$ cat src/logic/dpp_params.svh
// Constants for the dual port parallel interface
`ifndef DPP_PARAMS_SVH
`define DPP_PARAMS_SVH

// Control word recognition, low nibble
`define DPP_CMD_MODE_NIB  4'hf
`define DPP_CMD_ICW_NIB   4'h7
// Interrupt control word fields
`define DPP_ICW_EN        7
`define DPP_ICW_AND       6
`define DPP_ICW_HIGH      5
`define DPP_ICW_MASKF     4
// Pattern control fields
`define DPP_PMC_AND       1
`define DPP_PMC_HIGH      0
// Return from interrupt, two byte opcode
`define DPP_RETURN_FROM_INTERRUPT_OPCODE_PRE      8'hed
`define DPP_RETURN_FROM_INTERRUPT_OPCODE_OP       8'h4d
// Reset values
`define DPP_OUT_RST       8'h00
`define DPP_MASK_RST      8'hff
`define DPP_DIR_RST       8'hff
`define DPP_PMC_RST       2'h0
`define DPP_VEC_RST       8'h00
// Synchroniser width: 16 pins, 2 strobes, chain, 8 data, 6 bus
`define DPP_SYNC_W        33
`define DPP_BUF_W         8
`define DPP_BUF_D         2

`endif

$ cat src/logic/dpp_pkg.sv
// Types for the dual port parallel interface
package dpp_pkg;
   typedef enum logic [1:0] {
      DPP_BYTE_OUT = 2'h0,
      DPP_BYTE_IN  = 2'h1,
      DPP_BIDIR    = 2'h2,
      DPP_BIT_CTL  = 2'h3
   } dpp_mode_e;
   typedef enum logic [1:0] {
      BUS_IDLE = 2'h0,
      BUS_WR   = 2'h1,
      BUS_RD   = 2'h3,
      BUS_ACK  = 2'h2
   } dpp_bus_e;
   typedef enum logic [1:0] {
      FOL_NONE = 2'h0,
      FOL_DIR  = 2'h1,
      FOL_MASK = 2'h3
   } dpp_fol_e;
endpackage

$ cat src/logic/dpp_buf.sv
// Two entry buffer with valid/ready on both sides
`include "dpp_params.svh"
module dpp_buf import dpp_pkg::*; (
   input  wire logic                  ref_clk,   // System clock
   input  wire logic                  rst_b,     // Async reset
   input  wire logic                  in_valid,  // Word offered
   output logic                       in_ready,  // Room for a word
   input  wire logic [`DPP_BUF_W-1:0] in_data,   // Word in
   output logic                       out_valid, // Word held
   input  wire logic                  out_ready, // Drain may take
   output logic [`DPP_BUF_W-1:0]      out_data   // Oldest word
);
   logic [`DPP_BUF_W-1:0] mem_q [`DPP_BUF_D];
   logic                  wp_q;
   logic                  rp_q;
   logic [1:0]            cnt_q;
   wire                   push = in_valid & in_ready;
   wire                   pop  = out_valid & out_ready;

   assign in_ready  = (cnt_q != 2'(`DPP_BUF_D));
   assign out_valid = (cnt_q != 2'h0);
   assign out_data  = mem_q[rp_q];

   always_ff @(posedge ref_clk or negedge rst_b) begin
      if (!rst_b) begin
         wp_q  <= 1'b0;
         rp_q  <= 1'b0;
         cnt_q <= 2'h0;
         mem_q <= '{default: '0};
      end else begin
         if (push) begin
            mem_q[wp_q] <= in_data;
            wp_q        <= ~wp_q;
         end
         if (pop)
            rp_q <= ~rp_q;
         cnt_q <= cnt_q + 2'(push) - 2'(pop);
      end
   end
endmodule

$ cat src/logic/dpp_port.sv
// One port: pins, handshake and pattern match
`include "dpp_params.svh"
module dpp_port import dpp_pkg::*; (
   input  wire logic       ref_clk,    // System clock
   input  wire logic       rst_b,      // Async reset
   input  wire dpp_mode_e  mode,       // Operating mode
   input  wire logic [7:0] dir,        // 1 = pin is input
   input  wire logic [7:0] mask,       // 1 = pin masked
   input  wire logic [1:0] pmc,        // Pattern control
   input  wire logic       out_wr,     // Host data write pulse
   input  wire logic [7:0] out_data,   // Host data
   input  wire logic       stb_act,    // Own strobe active
   input  wire logic       in_stb_act, // Strobe loading input
   input  wire logic [7:0] pin_in,     // Synced pin levels
   input  wire logic       buf_ready,  // Buffer has room
   output logic            buf_push,   // Captured word valid
   output logic [7:0]      buf_data,   // Captured word
   output logic [7:0]      pin_out_q,  // Output register
   output logic [7:0]      pin_oe_q,   // Pin drive enables
   output logic            rdy_q,      // Ready handshake
   output logic            evt_q       // Interrupt event pulse
);
   logic       stb_q;
   logic       in_stb_q;
   logic       full_q;
   logic       match_q;
   logic [7:0] cap_q;

   wire       is_out  = (mode == DPP_BYTE_OUT) | (mode == DPP_BIDIR);
   wire       is_in   = (mode == DPP_BYTE_IN) | (mode == DPP_BIDIR);
   wire       is_bit  = (mode == DPP_BIT_CTL);
   wire       ack_end = is_out & stb_q & ~stb_act;
   wire       in_end  = is_in & in_stb_q & ~in_stb_act;
   wire       full_d  = (is_out & out_wr) | (full_q & ~ack_end);
   wire [7:0] lvl     = pmc[`DPP_PMC_HIGH] ? pin_in : ~pin_in;
   wire       all_hit = (&(lvl | mask)) & ~(&mask);
   wire       any_hit = |(lvl & ~mask);
   wire       match   = is_bit & (pmc[`DPP_PMC_AND] ? all_hit : any_hit);
   wire       pat_evt = match & ~match_q;

   assign buf_push = in_end & buf_ready;
   assign buf_data = cap_q;

   always_ff @(posedge ref_clk or negedge rst_b) begin
      if (!rst_b) begin
         stb_q     <= 1'b0;
         in_stb_q  <= 1'b0;
         full_q    <= 1'b0;
         match_q   <= 1'b0;
         cap_q     <= 8'h00;
         pin_out_q <= `DPP_OUT_RST;
         pin_oe_q  <= 8'h00;
         rdy_q     <= 1'b0;
         evt_q     <= 1'b0;
      end else begin
         stb_q    <= stb_act;
         in_stb_q <= in_stb_act;
         full_q   <= full_d;
         match_q  <= match;
         if (in_stb_act)
            cap_q <= pin_in;
         if (out_wr)
            pin_out_q <= out_data;
         evt_q <= ack_end | pat_evt;
         case (mode)
            DPP_BYTE_OUT: begin
               pin_oe_q <= 8'hff;
               rdy_q    <= full_d;
            end
            DPP_BYTE_IN: begin
               pin_oe_q <= 8'h00;
               rdy_q    <= buf_ready;
            end
            DPP_BIDIR: begin
               pin_oe_q <= {8{stb_act}};
               rdy_q    <= full_d;
            end
            default: begin
               pin_oe_q <= ~dir;
               rdy_q    <= 1'b0;
            end
         endcase
      end
   end
endmodule

$ cat src/logic/dpp_top.sv
// Dual port parallel interface: host bus, ports, interrupt chain
`include "dpp_params.svh"
module dpp_top import dpp_pkg::*; (
   input  wire logic       ref_clk,                 // 20 MHz system clock
   input  wire logic       rst_b,                   // Async reset, active low
   input  wire logic       chip_en_b,               // Chip enable, low
   input  wire logic       rd_b,                    // Read strobe, low
   input  wire logic       io_request_strobe_b,     // I/O request, low
   input  wire logic       opcode_fetch_strobe_b,   // Opcode fetch, low
   input  wire logic       port_sel,                // 0 first, 1 second
   input  wire logic       cmd_sel,                 // 1 command, 0 data
   input  wire logic [7:0] host_d_in,               // Host data bus in
   output logic [7:0]      host_d_out_q,            // Host data bus out
   output logic            host_d_oe_q,             // Host data bus drive
   input  wire logic       priority_chain_in,       // Chain enable in
   output logic            priority_chain_out_q,    // Chain enable out
   output logic            int_req_oe_q,            // Pull interrupt low
   input  wire logic [7:0] porta_pin_in,            // First port pins in
   output logic [7:0]      porta_pin_out_q,         // First port pins out
   output logic [7:0]      porta_pin_oe_q,          // First port drive
   input  wire logic       porta_stb_b,             // First strobe, low
   output logic            porta_rdy_q,             // First ready
   input  wire logic [7:0] portb_pin_in,            // Second port pins in
   output logic [7:0]      portb_pin_out_q,         // Second port pins out
   output logic [7:0]      portb_pin_oe_q,          // Second port drive
   input  wire logic       portb_stb_b,             // Second strobe, low
   output logic            portb_rdy_q              // Second ready
);
   // Pin synchronisers, three stages, change taken when two agree
   logic [`DPP_SYNC_W-1:0] s1_q;
   logic [`DPP_SYNC_W-1:0] s2_q;
   logic [`DPP_SYNC_W-1:0] s3_q;
   logic [`DPP_SYNC_W-1:0] flt_q;
   wire  [`DPP_SYNC_W-1:0] asy = {portb_pin_in, porta_pin_in,
                                  portb_stb_b, porta_stb_b,
                                  priority_chain_in, host_d_in,
                                  cmd_sel, port_sel,
                                  opcode_fetch_strobe_b,
                                  io_request_strobe_b, rd_b, chip_en_b};

   genvar gi;
   generate
      for (gi = 0; gi < `DPP_SYNC_W; gi++) begin : g_sync
         always_ff @(posedge ref_clk or negedge rst_b) begin
            if (!rst_b) begin
               s1_q[gi]  <= 1'b1;
               s2_q[gi]  <= 1'b1;
               s3_q[gi]  <= 1'b1;
               flt_q[gi] <= 1'b1;
            end else begin
               s1_q[gi] <= asy[gi];
               s2_q[gi] <= s1_q[gi];
               s3_q[gi] <= s2_q[gi];
               if (s2_q[gi] == s3_q[gi])
                  flt_q[gi] <= s3_q[gi];
            end
         end
      end
   endgenerate

   wire       ce_s    = ~flt_q[0];
   wire       rd_s    = ~flt_q[1];
   wire       io_request_strobe_s  = ~flt_q[2];
   wire       fetch_s = ~flt_q[3];
   wire       psel_s  = flt_q[4];
   wire       csel_s  = flt_q[5];
   wire [7:0] d_s     = flt_q[13:6];
   wire       chain_s = flt_q[14];
   wire [1:0] stb_s   = ~flt_q[16:15];
   wire [7:0] pin_s [2];
   assign pin_s[0] = flt_q[24:17];
   assign pin_s[1] = flt_q[32:25];

   // Host cycle decode
   wire wr_cyc  = ce_s & io_request_strobe_s & ~rd_s & ~fetch_s;
   wire rd_cyc  = ce_s & io_request_strobe_s & rd_s & ~fetch_s;
   wire ack_cyc = io_request_strobe_s & fetch_s;
   wire op_cyc  = fetch_s & rd_s & ~io_request_strobe_s;

   dpp_bus_e   bus_q;
   dpp_bus_e   bus_d;
   logic       op_q;
   logic       ed_q;
   logic [7:0] op_byte_q;
   logic       ack_hit_q;
   logic       ack_port_q;
   logic       rd_port_q;

   always_comb begin
      bus_d = bus_q;
      case (bus_q)
         BUS_IDLE: begin
            if (ack_cyc)
               bus_d = BUS_ACK;
            else if (rd_cyc)
               bus_d = BUS_RD;
            else if (wr_cyc)
               bus_d = BUS_WR;
         end
         BUS_WR:  bus_d = wr_cyc ? BUS_WR : BUS_IDLE;
         BUS_RD:  bus_d = rd_cyc ? BUS_RD : BUS_IDLE;
         BUS_ACK: bus_d = ack_cyc ? BUS_ACK : BUS_IDLE;
         default: bus_d = BUS_IDLE;
      endcase
   end

   wire wr_go  = (bus_q == BUS_IDLE) & (bus_d == BUS_WR);
   wire ack_go = (bus_q == BUS_IDLE) & (bus_d == BUS_ACK);
   wire rd_end = (bus_q == BUS_RD) & (bus_d != BUS_RD);
   wire op_end = op_q & ~op_cyc;
   wire return_from_interrupt_opcode   = op_end & ed_q & (op_byte_q == `DPP_RETURN_FROM_INTERRUPT_OPCODE_OP);

   // Per port registers
   dpp_mode_e  mode_q [2];
   dpp_fol_e   fol_q [2];
   logic [7:0] dir_q [2];
   logic [7:0] mask_q [2];
   logic [1:0] pmc_q [2];
   logic [7:0] vec_q [2];
   logic [7:0] in_q [2];
   logic [1:0] ie_q;
   logic [1:0] ip_q;
   logic [1:0] ius_q;
   logic [1:0] in_full_q;
   logic [1:0] out_wr;
   logic [1:0] evt;
   logic [1:0] load;
   logic [1:0] push;
   logic [1:0] bready;
   logic [1:0] bvalid;
   logic [1:0] rdy;
   logic [7:0] bdata [2];
   logic [7:0] bout [2];
   logic [7:0] pout [2];
   logic [7:0] poe [2];
   logic [7:0] rd_val [2];

   // Interrupt priority: first port first, nesting by in-service
   wire [1:0] req;
   assign req[0]   = ip_q[0] & ie_q[0] & ~ius_q[0];
   assign req[1]   = ip_q[1] & ie_q[1] & ~ius_q[1] & ~ius_q[0];
   wire int_req    = chain_s & (|req);
   wire ack_sel    = ~req[0];
   wire [1:0] clr_ius;
   assign clr_ius[0] = return_from_interrupt_opcode & chain_s & ius_q[0];
   assign clr_ius[1] = return_from_interrupt_opcode & chain_s & ~ius_q[0] & ius_q[1];
   wire a_bidir    = (mode_q[0] == DPP_BIDIR);

   generate
      for (gi = 0; gi < 2; gi++) begin : g_port
         wire sel    = (psel_s == 1'(gi));
         wire cmd_wr = wr_go & sel & csel_s;
         wire [1:0] nm = d_s[7:6];
         wire mode_ok = !(gi == 1 && nm == DPP_BIDIR);
         wire ack_me  = ack_go & int_req & (ack_sel == 1'(gi));
         wire in_stb  = (gi == 0 && a_bidir) ? stb_s[1] : stb_s[gi];

         assign out_wr[gi] = wr_go & sel & ~csel_s;
         assign load[gi]   = bvalid[gi] & ~in_full_q[gi];
         assign rd_val[gi] = (mode_q[gi] == DPP_BIT_CTL) ?
                             ((pin_s[gi] & dir_q[gi]) | (pout[gi] & ~dir_q[gi])) :
                             in_q[gi];

         dpp_buf u_buf (
            .ref_clk   (ref_clk),
            .rst_b     (rst_b),
            .in_valid  (push[gi]),
            .in_ready  (bready[gi]),
            .in_data   (bdata[gi]),
            .out_valid (bvalid[gi]),
            .out_ready (~in_full_q[gi]),
            .out_data  (bout[gi])
         );

         dpp_port u_port (
            .ref_clk    (ref_clk),
            .rst_b      (rst_b),
            .mode       (mode_q[gi]),
            .dir        (dir_q[gi]),
            .mask       (mask_q[gi]),
            .pmc        (pmc_q[gi]),
            .out_wr     (out_wr[gi]),
            .out_data   (d_s),
            .stb_act    (stb_s[gi]),
            .in_stb_act (in_stb),
            .pin_in     (pin_s[gi]),
            .buf_ready  (bready[gi]),
            .buf_push   (push[gi]),
            .buf_data   (bdata[gi]),
            .pin_out_q  (pout[gi]),
            .pin_oe_q   (poe[gi]),
            .rdy_q      (rdy[gi]),
            .evt_q      (evt[gi])
         );

         always_ff @(posedge ref_clk or negedge rst_b) begin
            if (!rst_b) begin
               mode_q[gi]    <= DPP_BYTE_IN;
               fol_q[gi]     <= FOL_NONE;
               dir_q[gi]     <= `DPP_DIR_RST;
               mask_q[gi]    <= `DPP_MASK_RST;
               pmc_q[gi]     <= `DPP_PMC_RST;
               vec_q[gi]     <= `DPP_VEC_RST;
               in_q[gi]      <= 8'h00;
               ie_q[gi]      <= 1'b0;
               ip_q[gi]      <= 1'b0;
               ius_q[gi]     <= 1'b0;
               in_full_q[gi] <= 1'b0;
            end else begin
               if (cmd_wr) begin
                  if (fol_q[gi] == FOL_DIR) begin
                     dir_q[gi] <= d_s;
                     fol_q[gi] <= FOL_NONE;
                  end else if (fol_q[gi] == FOL_MASK) begin
                     mask_q[gi] <= d_s;
                     fol_q[gi]  <= FOL_NONE;
                  end else if (d_s[3:0] == `DPP_CMD_MODE_NIB) begin
                     if (mode_ok)
                        mode_q[gi] <= dpp_mode_e'(nm);
                     if (nm == DPP_BIT_CTL)
                        fol_q[gi] <= FOL_DIR;
                  end else if (d_s[3:0] == `DPP_CMD_ICW_NIB) begin
                     ie_q[gi]  <= d_s[`DPP_ICW_EN];
                     pmc_q[gi] <= {d_s[`DPP_ICW_AND], d_s[`DPP_ICW_HIGH]};
                     if (d_s[`DPP_ICW_MASKF])
                        fol_q[gi] <= FOL_MASK;
                  end else if (!d_s[0]) begin
                     vec_q[gi] <= {d_s[7:1], 1'b0};
                  end
               end
               if (load[gi])
                  in_q[gi] <= bout[gi];
               // Host read frees the input register; a new load wins
               in_full_q[gi] <= load[gi] |
                                (in_full_q[gi] & ~(rd_end & (rd_port_q == 1'(gi))));
               // New event wins over the acknowledge clear
               ip_q[gi]  <= evt[gi] | load[gi] | (ip_q[gi] & ~ack_me);
               ius_q[gi] <= ack_me | (ius_q[gi] & ~clr_ius[gi]);
            end
         end
      end
   endgenerate

   always_ff @(posedge ref_clk or negedge rst_b) begin
      if (!rst_b)
         bus_q <= BUS_IDLE;
      else
         bus_q <= bus_d;
   end

   // Return opcode watch over opcode fetches
   always_ff @(posedge ref_clk or negedge rst_b) begin
      if (!rst_b) begin
         op_q      <= 1'b0;
         ed_q      <= 1'b0;
         op_byte_q <= 8'h00;
      end else begin
         op_q <= op_cyc;
         if (op_cyc)
            op_byte_q <= d_s;
         if (op_end)
            ed_q <= (op_byte_q == `DPP_RETURN_FROM_INTERRUPT_OPCODE_PRE);
      end
   end

   // Host data bus drive and chain outputs
   always_ff @(posedge ref_clk or negedge rst_b) begin
      if (!rst_b) begin
         ack_hit_q            <= 1'b0;
         ack_port_q           <= 1'b0;
         rd_port_q            <= 1'b0;
         host_d_out_q         <= 8'h00;
         host_d_oe_q          <= 1'b0;
         priority_chain_out_q <= 1'b0;
         int_req_oe_q         <= 1'b0;
      end else begin
         if (ack_go) begin
            ack_hit_q  <= int_req;
            ack_port_q <= ack_sel;
         end
         if (bus_q == BUS_IDLE)
            rd_port_q <= psel_s;
         if (bus_q == BUS_RD) begin
            host_d_out_q <= rd_val[rd_port_q];
            host_d_oe_q  <= 1'b1;
         end else if (bus_q == BUS_ACK && ack_hit_q) begin
            host_d_out_q <= vec_q[ack_port_q];
            host_d_oe_q  <= 1'b1;
         end else begin
            host_d_oe_q <= 1'b0;
         end
         priority_chain_out_q <= chain_s & ~(|ius_q);
         int_req_oe_q         <= int_req;
      end
   end

   // Pin outputs; second ready shows first input room in bidir mode
   always_ff @(posedge ref_clk or negedge rst_b) begin
      if (!rst_b) begin
         porta_pin_out_q <= `DPP_OUT_RST;
         porta_pin_oe_q  <= 8'h00;
         portb_pin_out_q <= `DPP_OUT_RST;
         portb_pin_oe_q  <= 8'h00;
         porta_rdy_q     <= 1'b0;
         portb_rdy_q     <= 1'b0;
      end else begin
         porta_pin_out_q <= pout[0];
         porta_pin_oe_q  <= poe[0];
         portb_pin_out_q <= pout[1];
         portb_pin_oe_q  <= poe[1];
         porta_rdy_q     <= rdy[0];
         portb_rdy_q     <= a_bidir ? bready[0] : rdy[1];
      end
   end
endmodule

$ cat config.mk
export PLATFORM = sky130hd
export DESIGN_NAME = dpp_top
export DESIGN_NICKNAME = d
export VERILOG_FILES = /design/src/logic/dpp_pkg.sv /design/src/logic/dpp_buf.sv /design/src/logic/dpp_port.sv /design/src/logic/dpp_top.sv
export VERILOG_INCLUDE_DIRS = /design/src /design/src/logic
export SDC_FILE = /design/constraint.sdc
export NUM_CORES = 1
export LEC_CHECK = 0
export BUFFER_PORTS_ARGS = -buffer_cell sky130_fd_sc_hd__buf_4
export CORE_MARGIN = 2
export CORE_UTILIZATION = 49
export DETAILED_ROUTE_END_ITERATION = 8
export GPL_TIMING_DRIVEN = 0
export PLACE_DENSITY = 0.72
export SYNTH_ARGS = -nofsm -noshare
export SYNTH_HDL_FRONTEND = slang
export SYNTH_HIERARCHICAL = 1
export SYNTH_SLANG_ARGS = --single-unit
$ cat constraint.sdc
create_clock -name ref_clk -period 3.9 [get_ports ref_clk]
set_clock_uncertainty 0.2 [all_clocks]
set_input_delay 0.39 -clock ref_clk [delete_from_list [all_inputs] [get_ports ref_clk]]
set_output_delay 0.39 -clock ref_clk [all_outputs]
set_load 0.01 [all_outputs]
==> run metrics <==
vias per std cell between 5 and 6; final core occ between 50% and 60%; DR WL/cell approximately 18 microns; DRT Pass-1 Iters 5; antenna viol nets, final 0; row cnt 62; worst min path class reg -> reg; fin crit period between 2 and 3 ns; Mapped Area 14250 sq um; Most used DFF post-synth dfrtp_1; pin count of the biggest net entering global routing 104; overflow left after global routing 0; Worst Setup End Kind register; Post-Place Cells approximately 1.4k; CP required just over 4 ns; DR iter-0 viols between 500 and 600; worst hold path stage count 0; Final Max Tran Viols 0; synth top area cells dfrtp_1 (37%), dfstp_2 (31%), mux2_2 (10%); most area-hungry cell type in the Yosys netlist dfrtp_1; Top Usage Layer GRT met2; type of origin of the critical path register; H-tree levels 2; met2 Use GR between 20% and 30%; area of the multi-input gates approximately 4300 sq um; CTS tree yes; Least-Margin Pin Slew between 0.7 and 0.8 ns; synthesized instance count 933; die span in y approximately 170 microns; met3 Use GR roughly 3.4%; Avg Cell Area, Syn between 15 and 20 sq um; RSZ-0062 raised after global routing no; critical path arrival approximately 3.2 ns; Final GP Congestion roughly 0.87; Synth top area share around 37%; min-delay src g_port[1].u_port/pin_oe_q[2]; die area about 30000 sq um; Total GRT Usage 18.99%; IO Count 80; Vias about 8k; clk_lat worst skew about 0.52 ns; Critical Path Fanout Max 9; crit share post-route 75.47%; clock-pin slew on the worst setup and hold paths approximately 0.060 ns; Hold EP portb_pin_oe_q[2]; Synth top cells by count dfrtp_1 (208), dfstp_2 (166), mux2_2 (129), nor2_1 (38), o21ai_0 (38); vias in the first global route between 8k and 9k; VDD IR max 323.8 uV; Ant. Diodes 0; DRC viols 0; cell count of the worst reg-to-reg path 8; Fillers roughly 2.2k; most common cell in the synthesized netlist dfrtp_1; synthesis-to-finish area growth 19.80%; outcome complete, no violations; worst reg2reg path endpoint g_port[1].u_port/rdy_q; IO Port Bufs between 70 and 80; share of cells above drive strength 1 45.93%; critical path class reg -> reg; clock sink count about 370; R2R setup slack approximately 0.96 ns; Register Area about 9600 sq um; Synth Warn # 6; CTS Buf Count 39; asr flop ratio synth 100.0%; post-synthesis sequential area ratio 67.12%; Slew HR 50.06%; clock tree buffer depth 3; first-pass GRT wire length ~45000 microns; final WL 27780 microns; root buffer cell clkbuf_16; Final setup viols 0; worst r2r src flt_q[3]; core box area ~29000 sq um; Starting Density roughly half; PwrDens 566.1 nW/um^2; Die W roughly 170 microns; Pleak between 0.007 and 0.008 uW; Synth Net Count slightly below 1k; post-CTS resize count 0; Non-Filler Instances 1503; post-synth cell types 70; initial antenna violation count 0; Nets 1137; Peak Freq 339.7 MHz; FF+latch count, synth 374; hpwl dp 18370 microns; maxcap violations 0; GR Util met1 roughly 28%; Post-synth EDFFs 0; final hold viol count 0
where the power goes:
part           switching (uW)  internal [uW]  total (uW)
clock network            1440           2280        3720
registers                 345           4410        4750
logic                     553            640        1190
total                    2340           7330        9670
cell families (layout without fill, tap and decap cells):
family / after synthesis / count (layout) / share of synthesized area [%]
AO/OA/AOI/OAI: 116 / 116 / 5.434
XOR/XNOR: 15 / 15 / 0.9217
adder cells (fa/ha/maj): 45 / 45 / 3.371
buffers and inverters: 68 / 254 / 2.572
flip-flops: 374 / 374 / 67.12
multiplexers: 183 / 183 / 15.11
AND/OR/NAND/NOR: 132 / 132 / 5.478
through the flow:
step	hold slack (ns)	setup TNS, ns	total power, uW	area, sq um	worst slack [ns]
detailed placement	0.1355	0	5986	15420	0.9755
floorplan	-0.1056	0	5415	14250	1.275
global placement	0.1328	-229.67	5933	15330	-1.131
global route	0.1541	0	10140	17080	0.8312
finish	0.1468	0	9667	17080	0.9565
CTS	0.1470	0	9787	17080	0.9397
worst max-delay path by stage:
stage | slack (ns) | endpoint | startpoint
finish | 0.96 | g_port[1].u_port/rdy_q | flt_q[3]
global route | 0.83 | g_port[1].u_port/rdy_q | flt_q[3]
CTS | 0.94 | g_port[1].u_port/rdy_q | flt_q[3]
detailed placement | 0.98 | g_port[1].u_port/rdy_q | flt_q[3]
global placement | -1.13 | g_port[0].u_buf/mem_q[4] | rst_b
floorplan | 1.27 | dir_q[10] | flt_q[3]
placed cells by master (no fill, tap or decap), drive strengths merged, types with 4 or more instances in the layout:
cell type      n
a211oi         7
a21o           5
a21oi         15
a22oi          4
a32oi          4
and2           7
buf           99
clkbuf        76
clkinv        10
dfrtp        208
dfstp        166
dlygate4sd3   34
ha            12
inv           31
maj3          33
mux2         161
mux2i         22
nand2         18
nand2b        11
nand3          6
nand3b         6
nand4          5
nor2          39
nor2b          4
nor3           7
o211ai         7
o21ai         38
o22ai          7
o31a           7
o31ai          5
or2            5
xnor2          7
xor2           8
layer usage:
| layer | routed length (microns) | vias up |
|---|---|---|
| li1 | - | 3602 |
| met1 | 13040 | 4046 |
| met2 | 12660 | 220 |
| met3 | 1391 | 56 |
| met4 | 687 | 0 |
| met5 | 0 | - |
state kept, by name (all words and copies together), names as in the netlist, 14 cells and up:
register and cells:
g_port.u_port/pin_out_q 16, s2_q 33, g_port.u_port/buf_data 16, g_port.u_port/pin_oe_q 16, vec_q 14, s1_q 33
g_port.u_buf/mem_q 32, s3_q 33, mask_q 16, in_q 16, dir_q 16, flt_q 22
cell type report:
class / count / share of cell area (%)
flip-flops and latches: 374 / 56.02
multi-input cells: 491 / 25.30
clock buffers: 56 / 6.814
repair buffers: 116 / 5.994
well taps: 384 / 2.814
plain buffers: 37 / 1.465
clock inverters: 14 / 0.9086
inverters: 31 / 0.6814
what timing repair did:
| action | 4_1_cts | 5_1_grt |
|---|---|---|
| endpoints found under the hold margin | 68 | 0 |
| setup buffers | 0 | 0 |
| hold buffers | 34 | 0 |
| endpoints found under the setup margin | 0 | 0 |
worst max-delay path: stages (launching register included):
cell,delay (ns)
dfstp_2,0.59
or3b_2,0.47
buf_6,0.15
nor2_1,0.21
and3_1,0.18
clkbuf_1,0.48
a22o_1,0.28
a22oi_1,0.08
nor2_1,0.20
Power figures use the tool's default switching activity.
